## src/msc_pkg.sv

```systemverilog
package msc_pkg;
    // registers sit at word index; byte address is index times four
    localparam logic [9:0] TXF_IDX     = 10'h132;
    localparam logic [9:0] RXF_IDX     = 10'h133;
    localparam logic [9:0] CFG0_IDX    = 10'h135;
    localparam logic [9:0] CFG1_IDX    = 10'h136;
    localparam logic [9:0] TUNE_LO_IDX = 10'h180;
    localparam logic [9:0] TUNE_HI_IDX = 10'h189;

    localparam int TX_EXCESSIVE_COLLISION_FLAG  = 5;
    localparam int TX_LATE_COLLISION_FLAG  = 4;
    localparam int TX_CRS   = 3;
    localparam int TX_JBR   = 2;
    localparam int TX_EMPTY = 1;
    localparam int TX_FULL  = 0;

    localparam int RX_WAKE = 7;
    localparam int RX_BUFF = 6;
    localparam int RX_LINK = 5;
    localparam int RX_RUNT = 4;
    localparam int RX_LONG = 3;
    localparam int RX_CRC  = 2;
    localparam int RX_FAE  = 1;
    localparam int RX_OK   = 0;

    localparam int C0_LAMP_POL = 7;
    localparam int C0_UNLOCK   = 6;
    localparam int C0_LINKDOWN_POWER_SAVE_N_N   = 3;
    localparam int C0_MEDIUM   = 2;
    localparam int C1_BWF      = 6;
    localparam int C1_MWF      = 5;
    localparam int C1_UWF      = 4;
    localparam int C1_LONG_B   = 1;
    localparam int C1_LONG_A   = 0;

    localparam logic [7:0] TX_STICKY = 8'h3C;
    localparam logic [7:0] RX_STICKY = 8'hBF;
    localparam logic [7:0] CFG0_MASK = 8'hCF;
    localparam logic [7:0] CFG1_MASK = 8'h73;
    localparam logic [7:0] CFG0_RST  = 8'h00;
    localparam logic [7:0] CFG1_RST  = 8'h00;
    localparam logic [7:0] FLAG_RST  = 8'h00;
    localparam logic [7:0] TUNE_RST  = 8'h00;

    localparam logic [12:0] RUNT_BYTES = 13'h0040;
    localparam logic [12:0] LONG_BYTES = 13'h1000;
    localparam logic [3:0]  AL_LAMP_IDX = 4'hA;
endpackage

```

## src/msc_flags.sv

```systemverilog
module msc_flags #(
    parameter int unsigned W = 8
) (
    input  wire logic         clk,
    input  wire logic         rst,
    input  wire logic [W-1:0] set,
    input  wire logic [W-1:0] clr,
    output logic      [W-1:0] flags
);
    typedef struct packed {
        logic [W-1:0] f;
    } msc_flag_s;

    msc_flag_s q;
    msc_flag_s d;

    // set wins: an event on the clearing edge survives
    always_comb begin
        d   = q;
        d.f = (q.f & ~clr) | set;
    end

    always_ff @(posedge clk) begin
        if (rst) begin
            q.f <= W'(msc_pkg::FLAG_RST);
        end else begin
            q <= d;
        end
    end

    assign flags = q.f;
endmodule

```

## src/msc_tune.sv

```systemverilog
module msc_tune #(
    parameter int unsigned N = 10
) (
    input  wire logic           clk,
    input  wire logic           rst,
    input  wire logic           wr_en,
    input  wire logic [3:0]     wr_idx,
    input  wire logic [7:0]     wr_data,
    input  wire logic           ld_en,
    input  wire logic [3:0]     ld_idx,
    input  wire logic [7:0]     ld_data,
    input  wire logic [3:0]     rd_idx,
    output logic      [7:0]     rd_data,
    output logic      [N*8-1:0] tune
);
    typedef struct packed {
        logic [N*8-1:0] mem;
    } msc_tune_s;

    msc_tune_s q;
    msc_tune_s d;

    always_comb begin
        d = q;
        if (wr_en && wr_idx < 4'(N)) begin
            d.mem[wr_idx*8 +: 8] = wr_data;
        end
        // eeprom reload overrides a software write in the same cycle
        if (ld_en && ld_idx < 4'(N)) begin
            d.mem[ld_idx*8 +: 8] = ld_data;
        end
    end

    always_ff @(posedge clk) begin
        if (rst) begin
            q.mem <= {N{msc_pkg::TUNE_RST}};
        end else begin
            q <= d;
        end
    end

    assign rd_data = (rd_idx < 4'(N)) ? q.mem[rd_idx*8 +: 8] : 8'h00;
    assign tune    = q.mem;
endmodule

```

## src/msc_status_config.sv

```systemverilog
// Notes on behaviour
// - tx flags: collisions, carrier, jabber bits 5-2
// - tx buffer empty bit1, full bit0, live
// - tx flags clear on read or endpoint access
// - rx flags clear on read or endpoint access
// - rx bit7 set on wake event
// - rx buffer full bit6, link change bit5
// - frame under 64 bytes sets bit4
// - frame over 4k bytes sets bit3
// - frame check error sets bit2
// - alignment error sets bit1
// - error-free frame sets bit0
// - polarity zero: lamps driven high in suspend
// - tuning writes allowed only when unlocked
// - autoload reloads tuning bytes from eeprom
// - link down, bit3 zero: analog power down
// - medium bit one forces mii, phy off
// - medium read shows actual connection
// - lamp scheme field, default from eeprom
// - broadcast good frame wakes when enabled
// - hash-passing multicast wakes when enabled
// - own-address frame wakes when enabled
// - bit1 joins masks three, four
// - bit0 joins masks one, two
//
// Design decision made here: the Avalon-MM slave port.
module msc_status_config #(
    parameter int unsigned TUNE_N = 10
) (
    input  wire logic               clk,
    input  wire logic               rst,
    input  wire logic [11:0]        avs_address,
    input  wire logic               avs_read,
    input  wire logic               avs_write,
    input  wire logic [31:0]        avs_writedata,
    output logic      [31:0]        avs_readdata,
    output logic                    avs_waitrequest,
    input  wire logic               intr_ep_access,
    input  wire logic               tx_excess_coll,
    input  wire logic               tx_late_coll,
    input  wire logic               tx_carrier_lost,
    input  wire logic               tx_jabber,
    input  wire logic               tx_buf_empty,
    input  wire logic               tx_buf_full,
    input  wire logic               rx_buf_full,
    input  wire logic               link_change,
    input  wire logic               wake_other,
    input  wire logic               frame_done,
    input  wire logic [12:0]        frame_len,
    input  wire logic               frame_crc_err,
    input  wire logic               frame_align_err,
    input  wire logic               frame_bcast,
    input  wire logic               frame_mcast_hit,
    input  wire logic               frame_station_hit,
    input  wire logic               remote_wake_armed,
    input  wire logic               usb_suspend,
    input  wire logic               phy_link_ok,
    input  wire logic [3:0]         lamp_raw,
    input  wire logic               autoload_we,
    input  wire logic [3:0]         autoload_idx,
    input  wire logic [7:0]         autoload_data,
    output logic      [3:0]         lamp_out,
    output logic      [1:0]         lamp_scheme,
    output logic      [TUNE_N*8-1:0] analog_tune,
    output logic                    analog_power_down,
    output logic                    mii_select,
    output logic                    internal_phy_off,
    output logic                    wake_signal,
    output logic                    extended_wake_pattern_a,
    output logic                    extended_wake_pattern_b,
    output logic      [3:0]         wake_frame_disable
);
    typedef struct packed {
        logic       waitreq;
        logic [7:0] rdata;
        logic [7:0] cfg0;
        logic [7:0] cfg1;
        logic       mii_sel;
        logic       pdown;
        logic [3:0] lamp;
        logic       wake;
        logic [3:0] wfdis;
    } msc_top_s;

    msc_top_s q;
    msc_top_s d;

    logic [9:0] widx;
    logic       req;
    logic       acc;
    logic       rd_acc;
    logic       wr_acc;
    logic [7:0] txf;
    logic [7:0] rxf;
    logic [7:0] tx_set;
    logic [7:0] rx_set;
    logic [7:0] tx_clr;
    logic [7:0] rx_clr;
    logic [7:0] rd_val;
    logic [7:0] tune_rd;
    logic [3:0] tune_idx;
    logic       runt;
    logic       long_f;
    logic       good;
    logic       wake_hit;
    logic       tune_we;

    function automatic logic in_tune(input logic [9:0] idx);
        return (idx >= msc_pkg::TUNE_LO_IDX)
            && (idx <= msc_pkg::TUNE_HI_IDX);
    endfunction

    assign widx     = avs_address[11:2];
    assign req      = avs_read | avs_write;
    assign acc      = req & ~q.waitreq;
    assign rd_acc   = acc & avs_read;
    assign wr_acc   = acc & avs_write;
    assign tune_idx = 4'(widx - msc_pkg::TUNE_LO_IDX);

    // frame classification
    assign runt   = frame_len < msc_pkg::RUNT_BYTES;
    assign long_f = frame_len > msc_pkg::LONG_BYTES;
    assign good   = ~frame_crc_err & ~frame_align_err & ~runt & ~long_f;

    assign wake_hit = frame_done & good & remote_wake_armed
        & ((frame_bcast & q.cfg1[msc_pkg::C1_BWF])
        | (frame_mcast_hit & q.cfg1[msc_pkg::C1_MWF])
        | (frame_station_hit & q.cfg1[msc_pkg::C1_UWF]));

    always_comb begin
        tx_set = 8'h00;
        tx_set[msc_pkg::TX_EXCESSIVE_COLLISION_FLAG] = tx_excess_coll;
        tx_set[msc_pkg::TX_LATE_COLLISION_FLAG] = tx_late_coll;
        tx_set[msc_pkg::TX_CRS]  = tx_carrier_lost;
        tx_set[msc_pkg::TX_JBR]  = tx_jabber;
        rx_set = 8'h00;
        rx_set[msc_pkg::RX_WAKE] = wake_hit | wake_other;
        rx_set[msc_pkg::RX_LINK] = link_change;
        rx_set[msc_pkg::RX_RUNT] = frame_done & runt;
        rx_set[msc_pkg::RX_LONG] = frame_done & long_f;
        rx_set[msc_pkg::RX_CRC]  = frame_done & frame_crc_err;
        rx_set[msc_pkg::RX_FAE]  = frame_done & frame_align_err;
        rx_set[msc_pkg::RX_OK]   = frame_done & good;
    end

    // a read clears only bits actually returned (endpoint access clears all sticky bits), so an event landing
    // between sampling and the accepting edge is kept for next read
    always_comb begin
        tx_clr = 8'h00;
        rx_clr = 8'h00;
        if (rd_acc && widx == msc_pkg::TXF_IDX) begin
            tx_clr = q.rdata & msc_pkg::TX_STICKY;
        end
        if (rd_acc && widx == msc_pkg::RXF_IDX) begin
            rx_clr = q.rdata & msc_pkg::RX_STICKY;
        end
        if (intr_ep_access) begin
            tx_clr = msc_pkg::TX_STICKY;
            rx_clr = msc_pkg::RX_STICKY;
        end
    end

    msc_flags #(
        .W (8)
    ) u_tx_flags (
        .clk   (clk),
        .rst   (rst),
        .set   (tx_set),
        .clr   (tx_clr),
        .flags (txf)
    );

    msc_flags #(
        .W (8)
    ) u_rx_flags (
        .clk   (clk),
        .rst   (rst),
        .set   (rx_set),
        .clr   (rx_clr),
        .flags (rxf)
    );

    assign tune_we = wr_acc && in_tune(widx)
        && q.cfg0[msc_pkg::C0_UNLOCK];

    msc_tune #(
        .N (TUNE_N)
    ) u_tune (
        .clk     (clk),
        .rst     (rst),
        .wr_en   (tune_we),
        .wr_idx  (tune_idx),
        .wr_data (avs_writedata[7:0]),
        .ld_en   (autoload_we),
        .ld_idx  (autoload_idx),
        .ld_data (autoload_data),
        .rd_idx  (tune_idx),
        .rd_data (tune_rd),
        .tune    (analog_tune)
    );

    always_comb begin
        rd_val = 8'h00;
        case (widx)
            msc_pkg::TXF_IDX: begin
                rd_val = (txf & msc_pkg::TX_STICKY)
                    | {6'h00, tx_buf_empty, tx_buf_full};
            end
            msc_pkg::RXF_IDX: begin
                rd_val = rxf & msc_pkg::RX_STICKY;
                rd_val[msc_pkg::RX_BUFF] = rx_buf_full;
            end
            msc_pkg::CFG0_IDX: begin
                rd_val = q.cfg0 & msc_pkg::CFG0_MASK;
                rd_val[msc_pkg::C0_MEDIUM] = q.mii_sel;
            end
            msc_pkg::CFG1_IDX: begin
                rd_val = q.cfg1 & msc_pkg::CFG1_MASK;
            end
            default: begin
                rd_val = in_tune(widx) ? tune_rd : 8'h00;
            end
        endcase
    end

    always_comb begin
        d = q;
        // one wait state: sample on first edge, accept on second
        d.waitreq = 1'b1;
        if (req && q.waitreq) begin
            d.waitreq = 1'b0;
            d.rdata   = rd_val;
        end
        if (wr_acc && widx == msc_pkg::CFG0_IDX) begin
            d.cfg0 = avs_writedata[7:0] & msc_pkg::CFG0_MASK;
        end
        if (wr_acc && widx == msc_pkg::CFG1_IDX) begin
            d.cfg1 = avs_writedata[7:0] & msc_pkg::CFG1_MASK;
        end
        if (autoload_we && autoload_idx == msc_pkg::AL_LAMP_IDX) begin
            d.cfg0[1:0] = autoload_data[1:0];
        end
        // auto-detect falls back to mii when the phy has no link
        d.mii_sel = q.cfg0[msc_pkg::C0_MEDIUM] | ~phy_link_ok;
        // signal-detect and 100M receive are outside this switch
        d.pdown = ~phy_link_ok & ~q.cfg0[msc_pkg::C0_LINKDOWN_POWER_SAVE_N_N];
        if (usb_suspend && !q.cfg0[msc_pkg::C0_LAMP_POL]) begin
            d.lamp = 4'hF;
        end else begin
            d.lamp = lamp_raw;
        end
        d.wake  = wake_hit;
        d.wfdis = {q.cfg1[msc_pkg::C1_LONG_B],
                   q.cfg1[msc_pkg::C1_LONG_B],
                   q.cfg1[msc_pkg::C1_LONG_A],
                   q.cfg1[msc_pkg::C1_LONG_A]};
    end

    always_ff @(posedge clk) begin
        if (rst) begin
            q.waitreq <= 1'b1;
            q.rdata   <= 8'h00;
            q.cfg0    <= msc_pkg::CFG0_RST;
            q.cfg1    <= msc_pkg::CFG1_RST;
            q.mii_sel <= 1'b0;
            q.pdown   <= 1'b0;
            q.lamp    <= 4'h0;
            q.wake    <= 1'b0;
            q.wfdis   <= 4'h0;
        end else begin
            q <= d;
        end
    end

    assign avs_readdata            = {24'h000000, q.rdata};
    assign avs_waitrequest         = q.waitreq;
    assign lamp_out                = q.lamp;
    assign lamp_scheme             = q.cfg0[1:0];
    assign analog_power_down       = q.pdown;
    assign mii_select              = q.mii_sel;
    assign internal_phy_off        = q.cfg0[msc_pkg::C0_MEDIUM];
    assign wake_signal             = q.wake;
    assign extended_wake_pattern_a = q.cfg1[msc_pkg::C1_LONG_A];
    assign extended_wake_pattern_b = q.cfg1[msc_pkg::C1_LONG_B];
    assign wake_frame_disable      = q.wfdis;
endmodule

```

## config.mk

```make
export PLATFORM = sky130hd
export DESIGN_NAME = msc_status_config
export DESIGN_NICKNAME = d
export VERILOG_FILES = /design/src/msc_pkg.sv /design/src/msc_flags.sv /design/src/msc_tune.sv /design/src/msc_status_config.sv
export SDC_FILE = /design/constraint.sdc
export NUM_CORES = 1
export LEC_CHECK = 0
export BUFFER_PORTS_ARGS = -buffer_cell sky130_fd_sc_hd__buf_2
export CAP_MARGIN = 5
export CORE_AREA = 2 2 132 185
export DETAILED_ROUTE_END_ITERATION = 7
export DIE_AREA = 0 0 134 187
export SYNTH_ARGS = -nofsm -noshare
export SYNTH_HDL_FRONTEND = slang
export SYNTH_SLANG_ARGS = --single-unit
```

## constraint.sdc

```tcl
create_clock -name clk -period 3.5 [get_ports clk]
set_input_delay 1.05 -clock clk [delete_from_list [all_inputs] [get_ports clk]]
set_output_delay 1.05 -clock clk [all_outputs]
set_load 0.005 [all_outputs]
```

-- Word-level counts from Yosys, hierarchy flattened
Index checks and enable logic that the tools add are counted.
- register bits after elaboration: 126
- word-level logic and storage cells: 97
- bits of input ports: 97
- output and inout port bits: 129
- equality and inequality tests: 5
- bitwise operators: 36
- add/sub/neg operators: 3
- shifts and indexed selects: 5
- $lt $le $gt $ge: 6
- reduce and logical (&&, ||, !) cells: 14
- mux-type cells: 15
- operators by type and width (kind ; number):
    bitwise mux 80 bit ; 2
    two-way mux 80 bit ; 2
    variable shift 8 x 34 -> 80 bit, first input constant ; 2
    variable part select 8 x 34 -> 80 bit ; 2
    variable part select 80 x 8 -> 8 bit ; 1
    negation 7 -> 34 bit ; 2
    equality test 10 x 9 -> 1 bit, second input constant ; 4
    two-way mux 8 bit ; 4
    one-hot mux 8 bit (4 select lines) ; 1
    AND 1 bit ; 17
    AND 8 bit ; 2
    > comparator 13 bit, second input constant ; 1
    < comparator 13 x 7 -> 1 bit, second input constant ; 1
    logical AND 1 bit ; 12
    two-way mux 6 bit ; 2
    >= comparator 10 x 9 -> 1 bit, second input constant ; 1
    <= comparator 10 x 9 -> 1 bit, second input constant ; 1
    two-way mux 9 bit ; 1
    < comparator 4 bit, second input constant ; 2
    NOT 6 -> 8 bit ; 1
    NOT 8 bit ; 1
    bitwise OR 8 x 6 -> 8 bit ; 1
    bitwise OR 8 bit ; 1
    NOT 1 bit ; 7
    8 further kinds ; 13

-- Depth between registers and ports, before layout
Gate-level depths: netlist of the first run.
- word-level depth: 9
- gate-level depth with buffers: 11
- depth with buffers taken out: 7

-- Modules after synthesis
A second synthesis of the first run with hierarchy kept.
- cell total of the unflattened synthesis: 828
- area, all modules: 7567.3 um^2
- by module, submodules not included (module ; cells an instance ; area each (um^2) ; seq. area each (um^2) ; times used):
    msc_tune ; 530 ; 4807.1 ; 1601.5 ; 1
    msc_status_config ; 232 ; 1996.9 ; 580.6 ; 1
    msc_flags ; 33 ; 381.6 ; 160.2 ; 2

-- Worst setup path before layout of the first run
OpenSTA, ideal clock, no wires.
- kind: input port to flip-flop
- from: input port avs_address[4]
- to: register u_tune.q, in the netlist u_tune.tune[56]
- setup time: 86 ps
- arrival: 3527 ps
- path slack: -113 ps
- required time: 3414 ps
- stages on the path: 10
- buffers on the path: 3
- cells stage by stage: clkbuf_1 -> buf_1 -> clkbuf_1 -> nor3_1 -> ha_1 -> nand4b_1 -> nor4_2 -> nand3_2 -> mux2i_1 -> a211oi_1
- cells in the longest elaborated chain, start to end: 8
- elaborated cells on any way between the ends: 15
- classes of those cells: add/sub: 2; order compare: 3; shift: 2; mux: 4; reduce/logical: 4
- RTL lines (what ; RTL line ; RTL):
    start: declaration ; msc_status_config.sv:32 ; input wire logic [11:0] avs_address,
    parallel branches: the longest is 5 deep, another holds negation 7 -> 34 bit ; - ;
    two-way mux 80 bit (*) ; msc_tune.sv:25 ; if (wr_en && wr_idx < 4'(N)) begin
    bitwise mux 80 bit ; msc_tune.sv:30 ; d.mem[ld_idx*8 +: 8] = ld_data;
    two-way mux 80 bit (*) ; msc_tune.sv:29 ; if (ld_en && ld_idx < 4'(N)) begin
    end: declaration ; msc_tune.sv:20 ; msc_tune_s q;
Mark *: on every way between the ends.
A chain may end at the register's enable or synchronous reset.

-- Worst setup path after layout of the first run
- from: input port avs_address[2]
- to: register u_tune.q, in the netlist u_tune.tune[45]
Same word-level chain as after synthesis.

==> flow_metrics.py, run 1 <==
metrics = {
    "status": {
        "status": "completed",
    },
    "worst_setup_path": {
        "critPathLaunchType": "input pin",
        "reg2reg_depth": 5,
        "cp-end-kind": "register",
        "crit_arrival_ns": 3.19,
        "cp.required_ns": 3.83,
        "cp_max_fo": 8,
        "criticalPathCategory": "in -> reg",
        "r2r_setup_slack_ns": 1.42,
        "r2r_start": "avs_waitrequest",
        "r2r-end": "u_tune.tune[45]",
    },
    "sta": {
        "setup_viol_count_final": 0,
        "clock.fmax_mhz": 349.8,
        "finalSetupTns_ns": 0,
        "fin_crit_sh_pct": 81.68,
        "finalHoldViolCount": 0,
        "finalMaxSlewViolations": 0,
        "relSlewSlack_pct": 56.66,
        "post-route-min-period_ns": 2.859,
        "rsz0062_at_grt": "false",
        "worst_pin_slew_ns": 0.6457,
        "skew_ns": 0.01179,
    },
    "detailed_routing": {
        "dr.pass1.iters": 5,
        "wirelength_mm": 26.40,
        "vias": 6691,
        "wl_per_cell_um": 21.07,
        "viasPerCell": 5.340,
        "antenna_left": 0,
        "drcViolationCount": 0,
        "drtIter0Drc": 574,
    },
    "layout": {
        "num_antenna_cells": 0,
        "area_delta_synth_final_pct": 24.23,
        "layout_common_cells": "175 x buf_2, 120 x dfxtp_1, 94 x mux2i_1",
        "final_common_cell": "buf_2",
        "nNetsFinal": 1037,
        "register_area_um2": 2402,
        "stdcell_area_um2": 8602,
        "nFillCells": 2462,
        "multi_input_area_um2": 4044,
        "drive_gt1_share_pct": 28.95,
    },
    "cts": {
        "insertion_delay_ns": 0.43,
        "path_clk_slew_ns": 0.06,
        "htreeDepth": 4,
        "postCtsResizedCells": 0,
        "clock_sinks": 120,
        "cts_tree": "built",
        "numCtsBuffers": 17,
        "hold_buffers": 0,
        "ctsLongestPathBuffers": 2,
        "root_buffer": "clkbuf_16",
        "cts_post_setup_buffers_inserted": 0,
    },
    "yosys": {
        "synth_area_per_cell_um2": 8.957,
        "ys_async_sr_fraction_pct": 0,
        "synth_top_flop_cell": "dfxtp_1",
        "synth-edff-count": 0,
        "synth_seq_area_share_pct": 34.69,
        "ys_types": 67,
        "synth_area_um2": 6924,
        "ys_ff_latch": 120,
        "synth_cells": 773,
        "ys_warn_count": 0,
    },
    "worst_hold_path": {
        "hp-start": "u_rx_flags.flags[3]",
        "hold_class": "reg -> reg",
        "hold_depth": 2,
        "worstHoldEndpoint": "u_rx_flags.flags[3]",
    },
    "grt": {
        "grt_usage_pct": 20.78,
        "antenna_found_initial": 1,
        "first_global_vias": 6436,
        "grt_max_degree": 28,
        "grt_overflow": 0,
        "grt_pass1_wl_mm": 39.21,
    },
    "place": {
        "placed_area_um2": 7999,
        "dp_hpwl_mm": 20.25,
        "gp_congestion": 0.9114,
        "numPortBuffers": 175,
    },
    "power_and_ir_drop": {
        "leakagePower_nw": 3.836,
        "peakVddDrop_mv": 0.2897,
        "power.density_nw_per_um2": 422.2,
    },
    "die": {
        "fp-row-count": 67,
        "die_w_um": 134,
        "fp.dieH_um": 187,
        "initial_core_util_pct": 29.39,
        "core_um2": 23560,
        "io_pins": 226,
        "fp.dieArea_um2": 25060,
    },
    "job": {
        "cap_violations": 0,
    },
}
==> kinds of logic after synthesis <==
| logic type | after synthesis | share of synthesized area [%] |
|---|---|---|
| fa+ha+maj | 9 | 1.626 |
| xor+xnor | 1 | 0.1265 |
| buf+inv | 102 | 8.276 |
| mux | 110 | 18.47 |
| simple gates | 251 | 19.44 |
| compound gates | 179 | 17.31 |
| other cells | 1 | 0.05416 |
| flops | 120 | 34.69 |
==> worst max-delay path, cell delays in order <==
cell and delay (ns):
buf_2 0.18, inv_1 0.13, ha_1 0.28, nand2b_1 0.22
o22ai_1 0.45, nand3_2 0.39, mux2i_1 0.21, a211oi_1 0.26
==> final cells by class <==
cell class | count | share of cell area [%]
Sequential cell | 120 | 27.93
Tap cell | 310 | 4.509
Clock buffer | 19 | 5.265
Clock inverter | 12 | 1.745
Timing Repair Buffer | 209 | 13.15
Inverter | 9 | 0.3927
Multi-Input combinational cell | 574 | 47.01
==> worst max path at each step <==
stage / from / endpoint / slack, ns / cells after the start
floorplan: avs_address[4] / u_tune.tune[0] / 0.08 / 11
global placement: avs_address[2] / u_tune.tune[56] / 0.30 / 8
detailed placement: avs_address[2] / u_tune.tune[63] / 0.26 / 8
CTS: avs_address[2] / u_tune.tune[45] / 0.68 / 8
global route: avs_address[2] / u_rx_flags.flags[7] / 0.44 / 8
finish: avs_address[2] / u_tune.tune[45] / 0.64 / 8
==> where the power goes <==
part	internal, mW	total [mW]	switching (mW)
Combinational	0.145	0.401	0.256
Clock	1.15	1.81	0.662
Sequential	1.40	1.42	0.0238
Total	2.69	3.63	0.942
==> sequential cells by signal (all words and copies together) (netlist names) <==
name	count
internal_phy_off	1
q	6
lamp_out	4
avs_readdata	8
wake_signal	1
extended_wake_pattern_b	1
mii_select	1
analog_power_down	1
u_rx_flags.flags	7
avs_waitrequest	1
lamp_scheme	2
wake_frame_disable	2
u_tune.tune	80
u_tx_flags.flags	4
extended_wake_pattern_a	1
==> synthesized netlist by cell type (4+ instances only) <==
cell type  count  area, um^2
a211oi_1      30       225.2
a21o_1        11       82.58
a21oi_1       39       195.2
a22oi_1        4       30.03
a311oi_1       5       43.79
a31oi_1        9       56.30
and2_1        17       106.4
and3_1         8       50.05
and3b_1        5       43.79
buf_1          9       33.78
buf_2          8       40.04
buf_4         44       330.3
clkbuf_1      30       112.6
dfxtp_1      120        2402
ha_1           9       112.6
inv_1          8       30.03
mux2i_1       94       940.9
mux4_2        14       315.3
nand2_1       63       236.5
nand2b_1       8       50.05
nand3_1       31       155.2
nand3b_1       7       52.55
nand4b_1       5       43.79
nor2_1        56       210.2
nor2b_1        9       56.30
nor3_1         7       35.03
nor4_1         6       37.54
o21ai_0       16       80.08
o21ai_1       10       50.05
o221ai_1       8       70.07
o22ai_1       17       106.4
o2bb2ai_1      8       70.07
or2_2          4       25.02
==> layer usage <==
layer | GRT usage [%] | part of all wire (%)
met2 | 35.56 | 49
met3 | 3.957 | 6.2
met5 | 0 | 0
met1 | 24.30 | 40
met4 | 11.25 | 5.5
==> stage by stage <==
stage | instances | setup slack (ns) | hold slack, ns | utilization, % | power, mW
after floorplan | 796 | 0.07594 | 0.4191 | - | 1.689
after global placement | 1222 | 0.3048 | 0.4533 | 33.96 | 1.843
after detailed placement | 1222 | 0.2589 | 0.4671 | 33.96 | 1.846
after CTS | 1253 | 0.6825 | 0.4816 | 36.52 | 3.653
after global routing | 1253 | 0.4378 | 0.5100 | 36.52 | 3.755
final | 1253 | 0.6413 | 0.4854 | 36.52 | 3.632
Note: power is estimated with default switching activity, not from simulation.
==> run 2, diff against run 1 <==
==> constraint.sdc (replaced) <==
create_clock -name clk -period 2.3 [get_ports clk]
set_input_delay 0.69 -clock clk [delete_from_list [all_inputs] [get_ports clk]]
set_output_delay 0.69 -clock clk [all_outputs]
set_load 0.005 [all_outputs]
==> flow_metrics.py, run 2 (synthesis gave the netlist of run 1 again) <==
metrics = {
    "detailed_routing": {
        "vias": 6934,
        "drcViolationCount": 4,
        "wl_per_cell_um": 20.49,
        "wirelength_mm": 27.06,
        "viasPerCell": 5.249,
        "drtIter0Drc": 578,
        "antenna_left": 0,
        "dr.pass1.iters": 8,
    },
    "worst_setup_path": {
        "critPathLaunchType": "input pin",
        "slowest_delay_ns": 0.31,
        "cp_cell_sequence": "buf_2 -> inv_1 -> ha_1 -> buf_4 -> xor2_1 -> buf_4 -> o21ai_0 -> nand4b_1 -> buf_12 -> nor2_1 -> a211oi_1",
        "crit_arrival_ns": 2.56,
        "cp_common_cell": "buf_4",
        "cp.required_ns": 2.61,
        "cp_max_fo": 18,
        "critical-path-slowest-cell": "buf_4",
        "cp-end-kind": "register",
        "criticalPathCategory": "in -> reg",
    },
    "status": {
        "violations": "design-rule violations",
        "status": "finished with violations",
    },
    "place": {
        "gp_congestion": 0.9226,
        "dp_hpwl_mm": 21.15,
        "numPortBuffers": 175,
        "placed_area_um2": 8767,
    },
    "sta": {
        "finalMaxSlewViolations": 0,
        "clock.fmax_mhz": 444.0,
        "post-route-min-period_ns": 2.252,
        "setup_viol_count_final": 0,
        "rsz0062_at_grt": "false",
        "fin_crit_sh_pct": 97.92,
        "finalHoldViolCount": 0,
        "skew_ns": 0.007951,
    },
    "cts": {
        "clock_sinks": 120,
        "root_buffer": "clkbuf_16",
        "numCtsBuffers": 17,
        "htreeDepth": 4,
        "cts_post_setup_buffers_inserted": 0,
        "ctsLongestPathBuffers": 2,
        "path_clk_slew_ns": 0.06,
        "insertion_delay_ns": 0.42,
        "cts_tree": "built",
    },
    "die": {
        "fp.dieH_um": 187,
        "io_pins": 226,
        "fp.dieArea_um2": 25060,
        "initial_core_util_pct": 29.39,
        "core_um2": 23560,
        "die_w_um": 134,
        "fp-row-count": 67,
    },
    "power_and_ir_drop": {
        "leakagePower_nw": 4.273,
        "peakVddDrop_mv": 0.5329,
        "power.density_nw_per_um2": 612.2,
    },
    "layout": {
        "drive_gt1_share_pct": 35.61,
        "area_delta_synth_final_pct": 35.92,
        "final_common_cell": "buf_2",
        "stdcell_area_um2": 9412,
        "finalCoreUtilization_pct": 39.95,
        "nFillCells": 2397,
        "num_antenna_cells": 0,
        "layout_common_cells": "175 x buf_2, 120 x dfxtp_1, 94 x mux2i_1",
        "largest_register_ffs": 80,
        "nNetsFinal": 1104,
    },
    "worst_hold_path": {
        "hold_class": "in -> reg",
    },
    "job": {
        "cap_violations": 0,
    },
    "grt": {
        "grt_max_degree": 34,
        "grt_overflow": 0,
        "grt_pass1_wl_mm": 40.70,
        "first_global_vias": 6763,
        "antenna_found_initial": 1,
        "grt_usage_pct": 21.45,
    },
}
[run 2: repair_timing]
action,4_1_cts,5_1_grt
hold buffers,0,0
resized for setup,0,3
hold endpoints to repair,0,0
endpoints found under the setup margin,0,11
[run 2: metrics by stage]
stage / setup slack, ns / std cells / hold WS, ns / total power, mW / setup TNS (ns)
2_1_floorplan: -0.3993 / 796 / 0.4191 / 2.592 / -21.81
3_3_place_gp: -0.3443 / 1289 / 0.4487 / 2.903 / -25.59
3_5_place_dp: -0.3658 / 1289 / 0.4557 / 2.908 / -26.85
4_1_cts: 0.05466 / 1321 / 0.4321 / 5.778 / 0
5_1_grt: 0.0007461 / 1321 / 0.4530 / 5.942 / 0
6_report: 0.04786 / 1321 / 0.4441 / 5.762 / 0
[run 2: routing by layer]
metal | vias up | share of wire, % | GRT usage, %
met4 | 2 | 3.5 | 8.715
li1 | 3264 | - | -
met2 | 354 | 50 | 37.95
met1 | 3257 | 39 | 25.07
met3 | 57 | 7.5 | 4.309
met5 | - | 0.026 | 0
[run 2: cell type report]
class	count	area (um^2)	area share, %
inverter	9	33.78	0.3589
multi-input combinational	574	4158	44.18
sequential	120	2402	25.53
clock buffer	22	494.2	5.251
timing repair buffer	276	1797	19.09
tap	310	387.9	4.121
clock inverter	10	138.9	1.476
[run 2: worst max-delay path: cells and delay by family]
family / cells / cell delay [ns]
xor+xnor: 1 / 0.23
fa+ha+maj: 1 / 0.21
buf+inv: 5 / 0.82
simple gates: 2 / 0.21
compound gates: 2 / 0.39
[run 2: power by group]
group	total [mW]	internal, mW	switching (mW)
clock network	2.89	1.85	1.04
logic	0.710	0.300	0.409
registers	2.16	2.12	0.0372
total	5.76	4.28	1.49
[run 2: final timing paths]
path,endpoint,startpoint,cells past startpoint,slack [ns]
max,u_tune.tune[79],autoload_idx[0],11,0.05
min,analog_power_down,phy_link_ok,2,0.44
max reg2reg,u_tune.tune[10],avs_waitrequest,7,0.44
min reg2reg,u_rx_flags.flags[3],u_rx_flags.flags[3],2,0.46
==> run 3, diff against run 2 <==
--- a/config.mk
+++ b/config.mk
@@ -7,9 +7,11 @@
 export LEC_CHECK = 0
 export BUFFER_PORTS_ARGS = -buffer_cell sky130_fd_sc_hd__buf_2
 export CAP_MARGIN = 5
-export CORE_AREA = 2 2 132 185
+export CORE_AREA = 2 2 110 154
 export DETAILED_ROUTE_END_ITERATION = 7
-export DIE_AREA = 0 0 134 187
+export DIE_AREA = 0 0 112 156
+export PLACE_DENSITY = 0.77
 export SYNTH_ARGS = -nofsm -noshare
 export SYNTH_HDL_FRONTEND = slang
+export SYNTH_HIERARCHICAL = 1
 export SYNTH_SLANG_ARGS = --single-unit
==> flow_metrics.py, run 3 <==
metrics = {
    "worst_setup_path": {
        "cp_cell_sequence": "buf_6 -> o21a_4 -> nor4b_4 -> nand2_2 -> nor3_4 -> and4bb_2 -> nor2b_4 -> and2_4 -> mux2i_2 -> a211oi_2",
        "slowest_delay_ns": 0.32,
        "critPathBufInv": 1,
        "crit_family": "simple AND/OR/NAND/NOR gates",
        "cp.required_ns": 2.60,
        "cp_max_fo": 8,
        "criticalPathCategory": "in -> reg",
        "cp-end-kind": "register",
        "critPathLaunchType": "input pin",
        "critical-path-slowest-cell": "and4bb_2",
        "crit_arrival_ns": 2.77,
    },
    "sta": {
        "setup_viol_count_final": 55,
        "relSlewSlack_pct": 59.75,
        "clock.fmax_mhz": 405.5,
        "finalHoldViolCount": 0,
        "post-route-min-period_ns": 2.466,
        "worst_pin_slew_ns": 0.5974,
        "finalSetupTns_ns": -4.089,
        "skew_ns": 0.01353,
        "finalMaxSlewViolations": 0,
        "fin_crit_sh_pct": 107.2,
        "hold_slack_ns": 0.4421,
        "setup_slack_ns": -0.1661,
        "rsz0062_at_grt": "true",
    },
    "yosys": {
        "synth_cells": 808,
        "synth_area_um2": 7336,
        "synth_area_per_cell_um2": 9.079,
        "ys_warn_count": 6,
    },
    "grt": {
        "grt_use_met3_pct": 5.983,
        "antenna_found_initial": 0,
        "first_global_vias": 7015,
        "grt_usage_pct": 28.02,
        "top_usage_layer": "met2",
        "grt_overflow": 0,
        "grt_pass1_wl_mm": 37.78,
        "grt_max_degree": 48,
        "grt_use_met2_pct": 49.75,
        "use_met1_pct": 31.39,
    },
    "power_and_ir_drop": {
        "power_mw": 5.389,
        "internal_power_mw": 3.967,
        "power.density_nw_per_um2": 563.9,
        "leakagePower_nw": 4.373,
        "comb_power_share_pct": 13.5,
        "seq_power_share_pct": 40.2,
        "peakVddDrop_mv": 0.5122,
        "p_sw_share_pct": 26.39,
        "power.switching_mw": 1.422,
        "p_clk_share_pct": 46.3,
    },
    "layout": {
        "nNetsFinal": 1112,
        "nFillCells": 1380,
        "finalCoreUtilization_pct": 59.34,
        "area_delta_synth_final_pct": 30.26,
        "largest_register_ffs": 80,
        "drive_gt1_share_pct": 40.70,
        "layout_common_cells": "172 x buf_2, 120 x dfxtp_1, 84 x buf_4",
        "final_common_cell": "buf_2",
        "num_antenna_cells": 0,
    },
    "detailed_routing": {
        "antenna_left": 0,
        "vias": 7288,
        "dr.pass1.iters": 5,
        "wirelength_mm": 25.65,
        "drtIter0Drc": 689,
        "drcViolationCount": 0,
        "viasPerCell": 5.969,
        "wl_per_cell_um": 21.01,
    },
    "job": {
        "cap_violations": 0,
    },
    "cts": {
        "path_clk_slew_ns": 0.05,
        "insertion_delay_ns": 0.43,
        "clock_sinks": 120,
        "cts_tree": "built",
        "numCtsBuffers": 17,
        "htreeDepth": 4,
        "ctsLongestPathBuffers": 2,
        "root_buffer": "clkbuf_16",
    },
    "status": {
        "violations": "negative setup slack",
        "status": "finished with violations",
    },
    "place": {
        "dp_hpwl_mm": 18.06,
        "pre_cts_slack_ns": -0.7070,
        "gp_congestion": 0.9506,
        "numPortBuffers": 175,
    },
    "worst_hold_path": {
        "hold_class": "in -> reg",
    },
    "die": {
        "io_pins": 226,
        "fp-row-count": 55,
        "core_um2": 16100,
        "die_w_um": 112,
        "fp.dieArea_um2": 17470,
        "fp.dieH_um": 156,
        "initial_core_util_pct": 45.56,
    },
}
-- run 3: worst register-to-register path: stages (launching register included) --
cell      delay (ns)
dfxtp_1         0.36
nand2b_1        0.23
nor3_4          0.19
and4bb_2        0.32
nor2b_4         0.20
and2_4          0.26
mux2i_2         0.27
a211oi_2        0.09
-- run 3: area by class of cell --
cell class | count | area (um^2) | area share, %
flip-flops and latches | 120 | 2402 | 25.14
well taps | 199 | 249.0 | 2.606
clock buffers | 22 | 474.2 | 4.963
repair buffers | 271 | 1695 | 17.74
inverters | 23 | 86.33 | 0.9035
clock inverters | 8 | 73.82 | 0.7726
multi-input cells | 578 | 4574 | 47.87
-- run 3: power groups by stage --
stage | combinational [mW] | sequential (mW) | clock (mW)
floorplan | 0.415 | 2.20 | 0
global placement | 0.676 | 2.21 | 0
detailed placement | 0.686 | 2.21 | 0
CTS | 0.701 | 2.16 | 2.50
global route | 0.776 | 2.17 | 2.60
finish | 0.730 | 2.17 | 2.49
-- run 3: timing repair --
item	in CTS	in global routing
hold buffers	0	0
resized for setup	21	36
buffers inserted	1	6
endpoints found under the setup margin	72	72
pin swaps	30	23
gates cloned	1	0
-- run 3: final timing paths --
check / start / endpoint / slack, ns / depth (start not counted)
min reg2reg: internal_phy_off / mii_select / 0.47 / 2
min: phy_link_ok / analog_power_down / 0.44 / 2
max: avs_address[4] / u_tune/tune[66] / -0.17 / 10
max reg2reg: avs_waitrequest / u_tune/tune[66] / 0.27 / 7
-- run 3: per-layer routing --
metal / vias up / wire (um)
met3: 98 / 1955
met5: - / 0
met4: 0 / 1276
met2: 426 / 12780
met1: 3453 / 9637
li1: 3311 / -
-- run 3: per-stage QoR --
step	cells	area, um^2
floorplan	831	7512
global placement	1183	8676
detailed placement	1183	8676
CTS	1215	9331
global route	1221	9555
finish	1221	9555
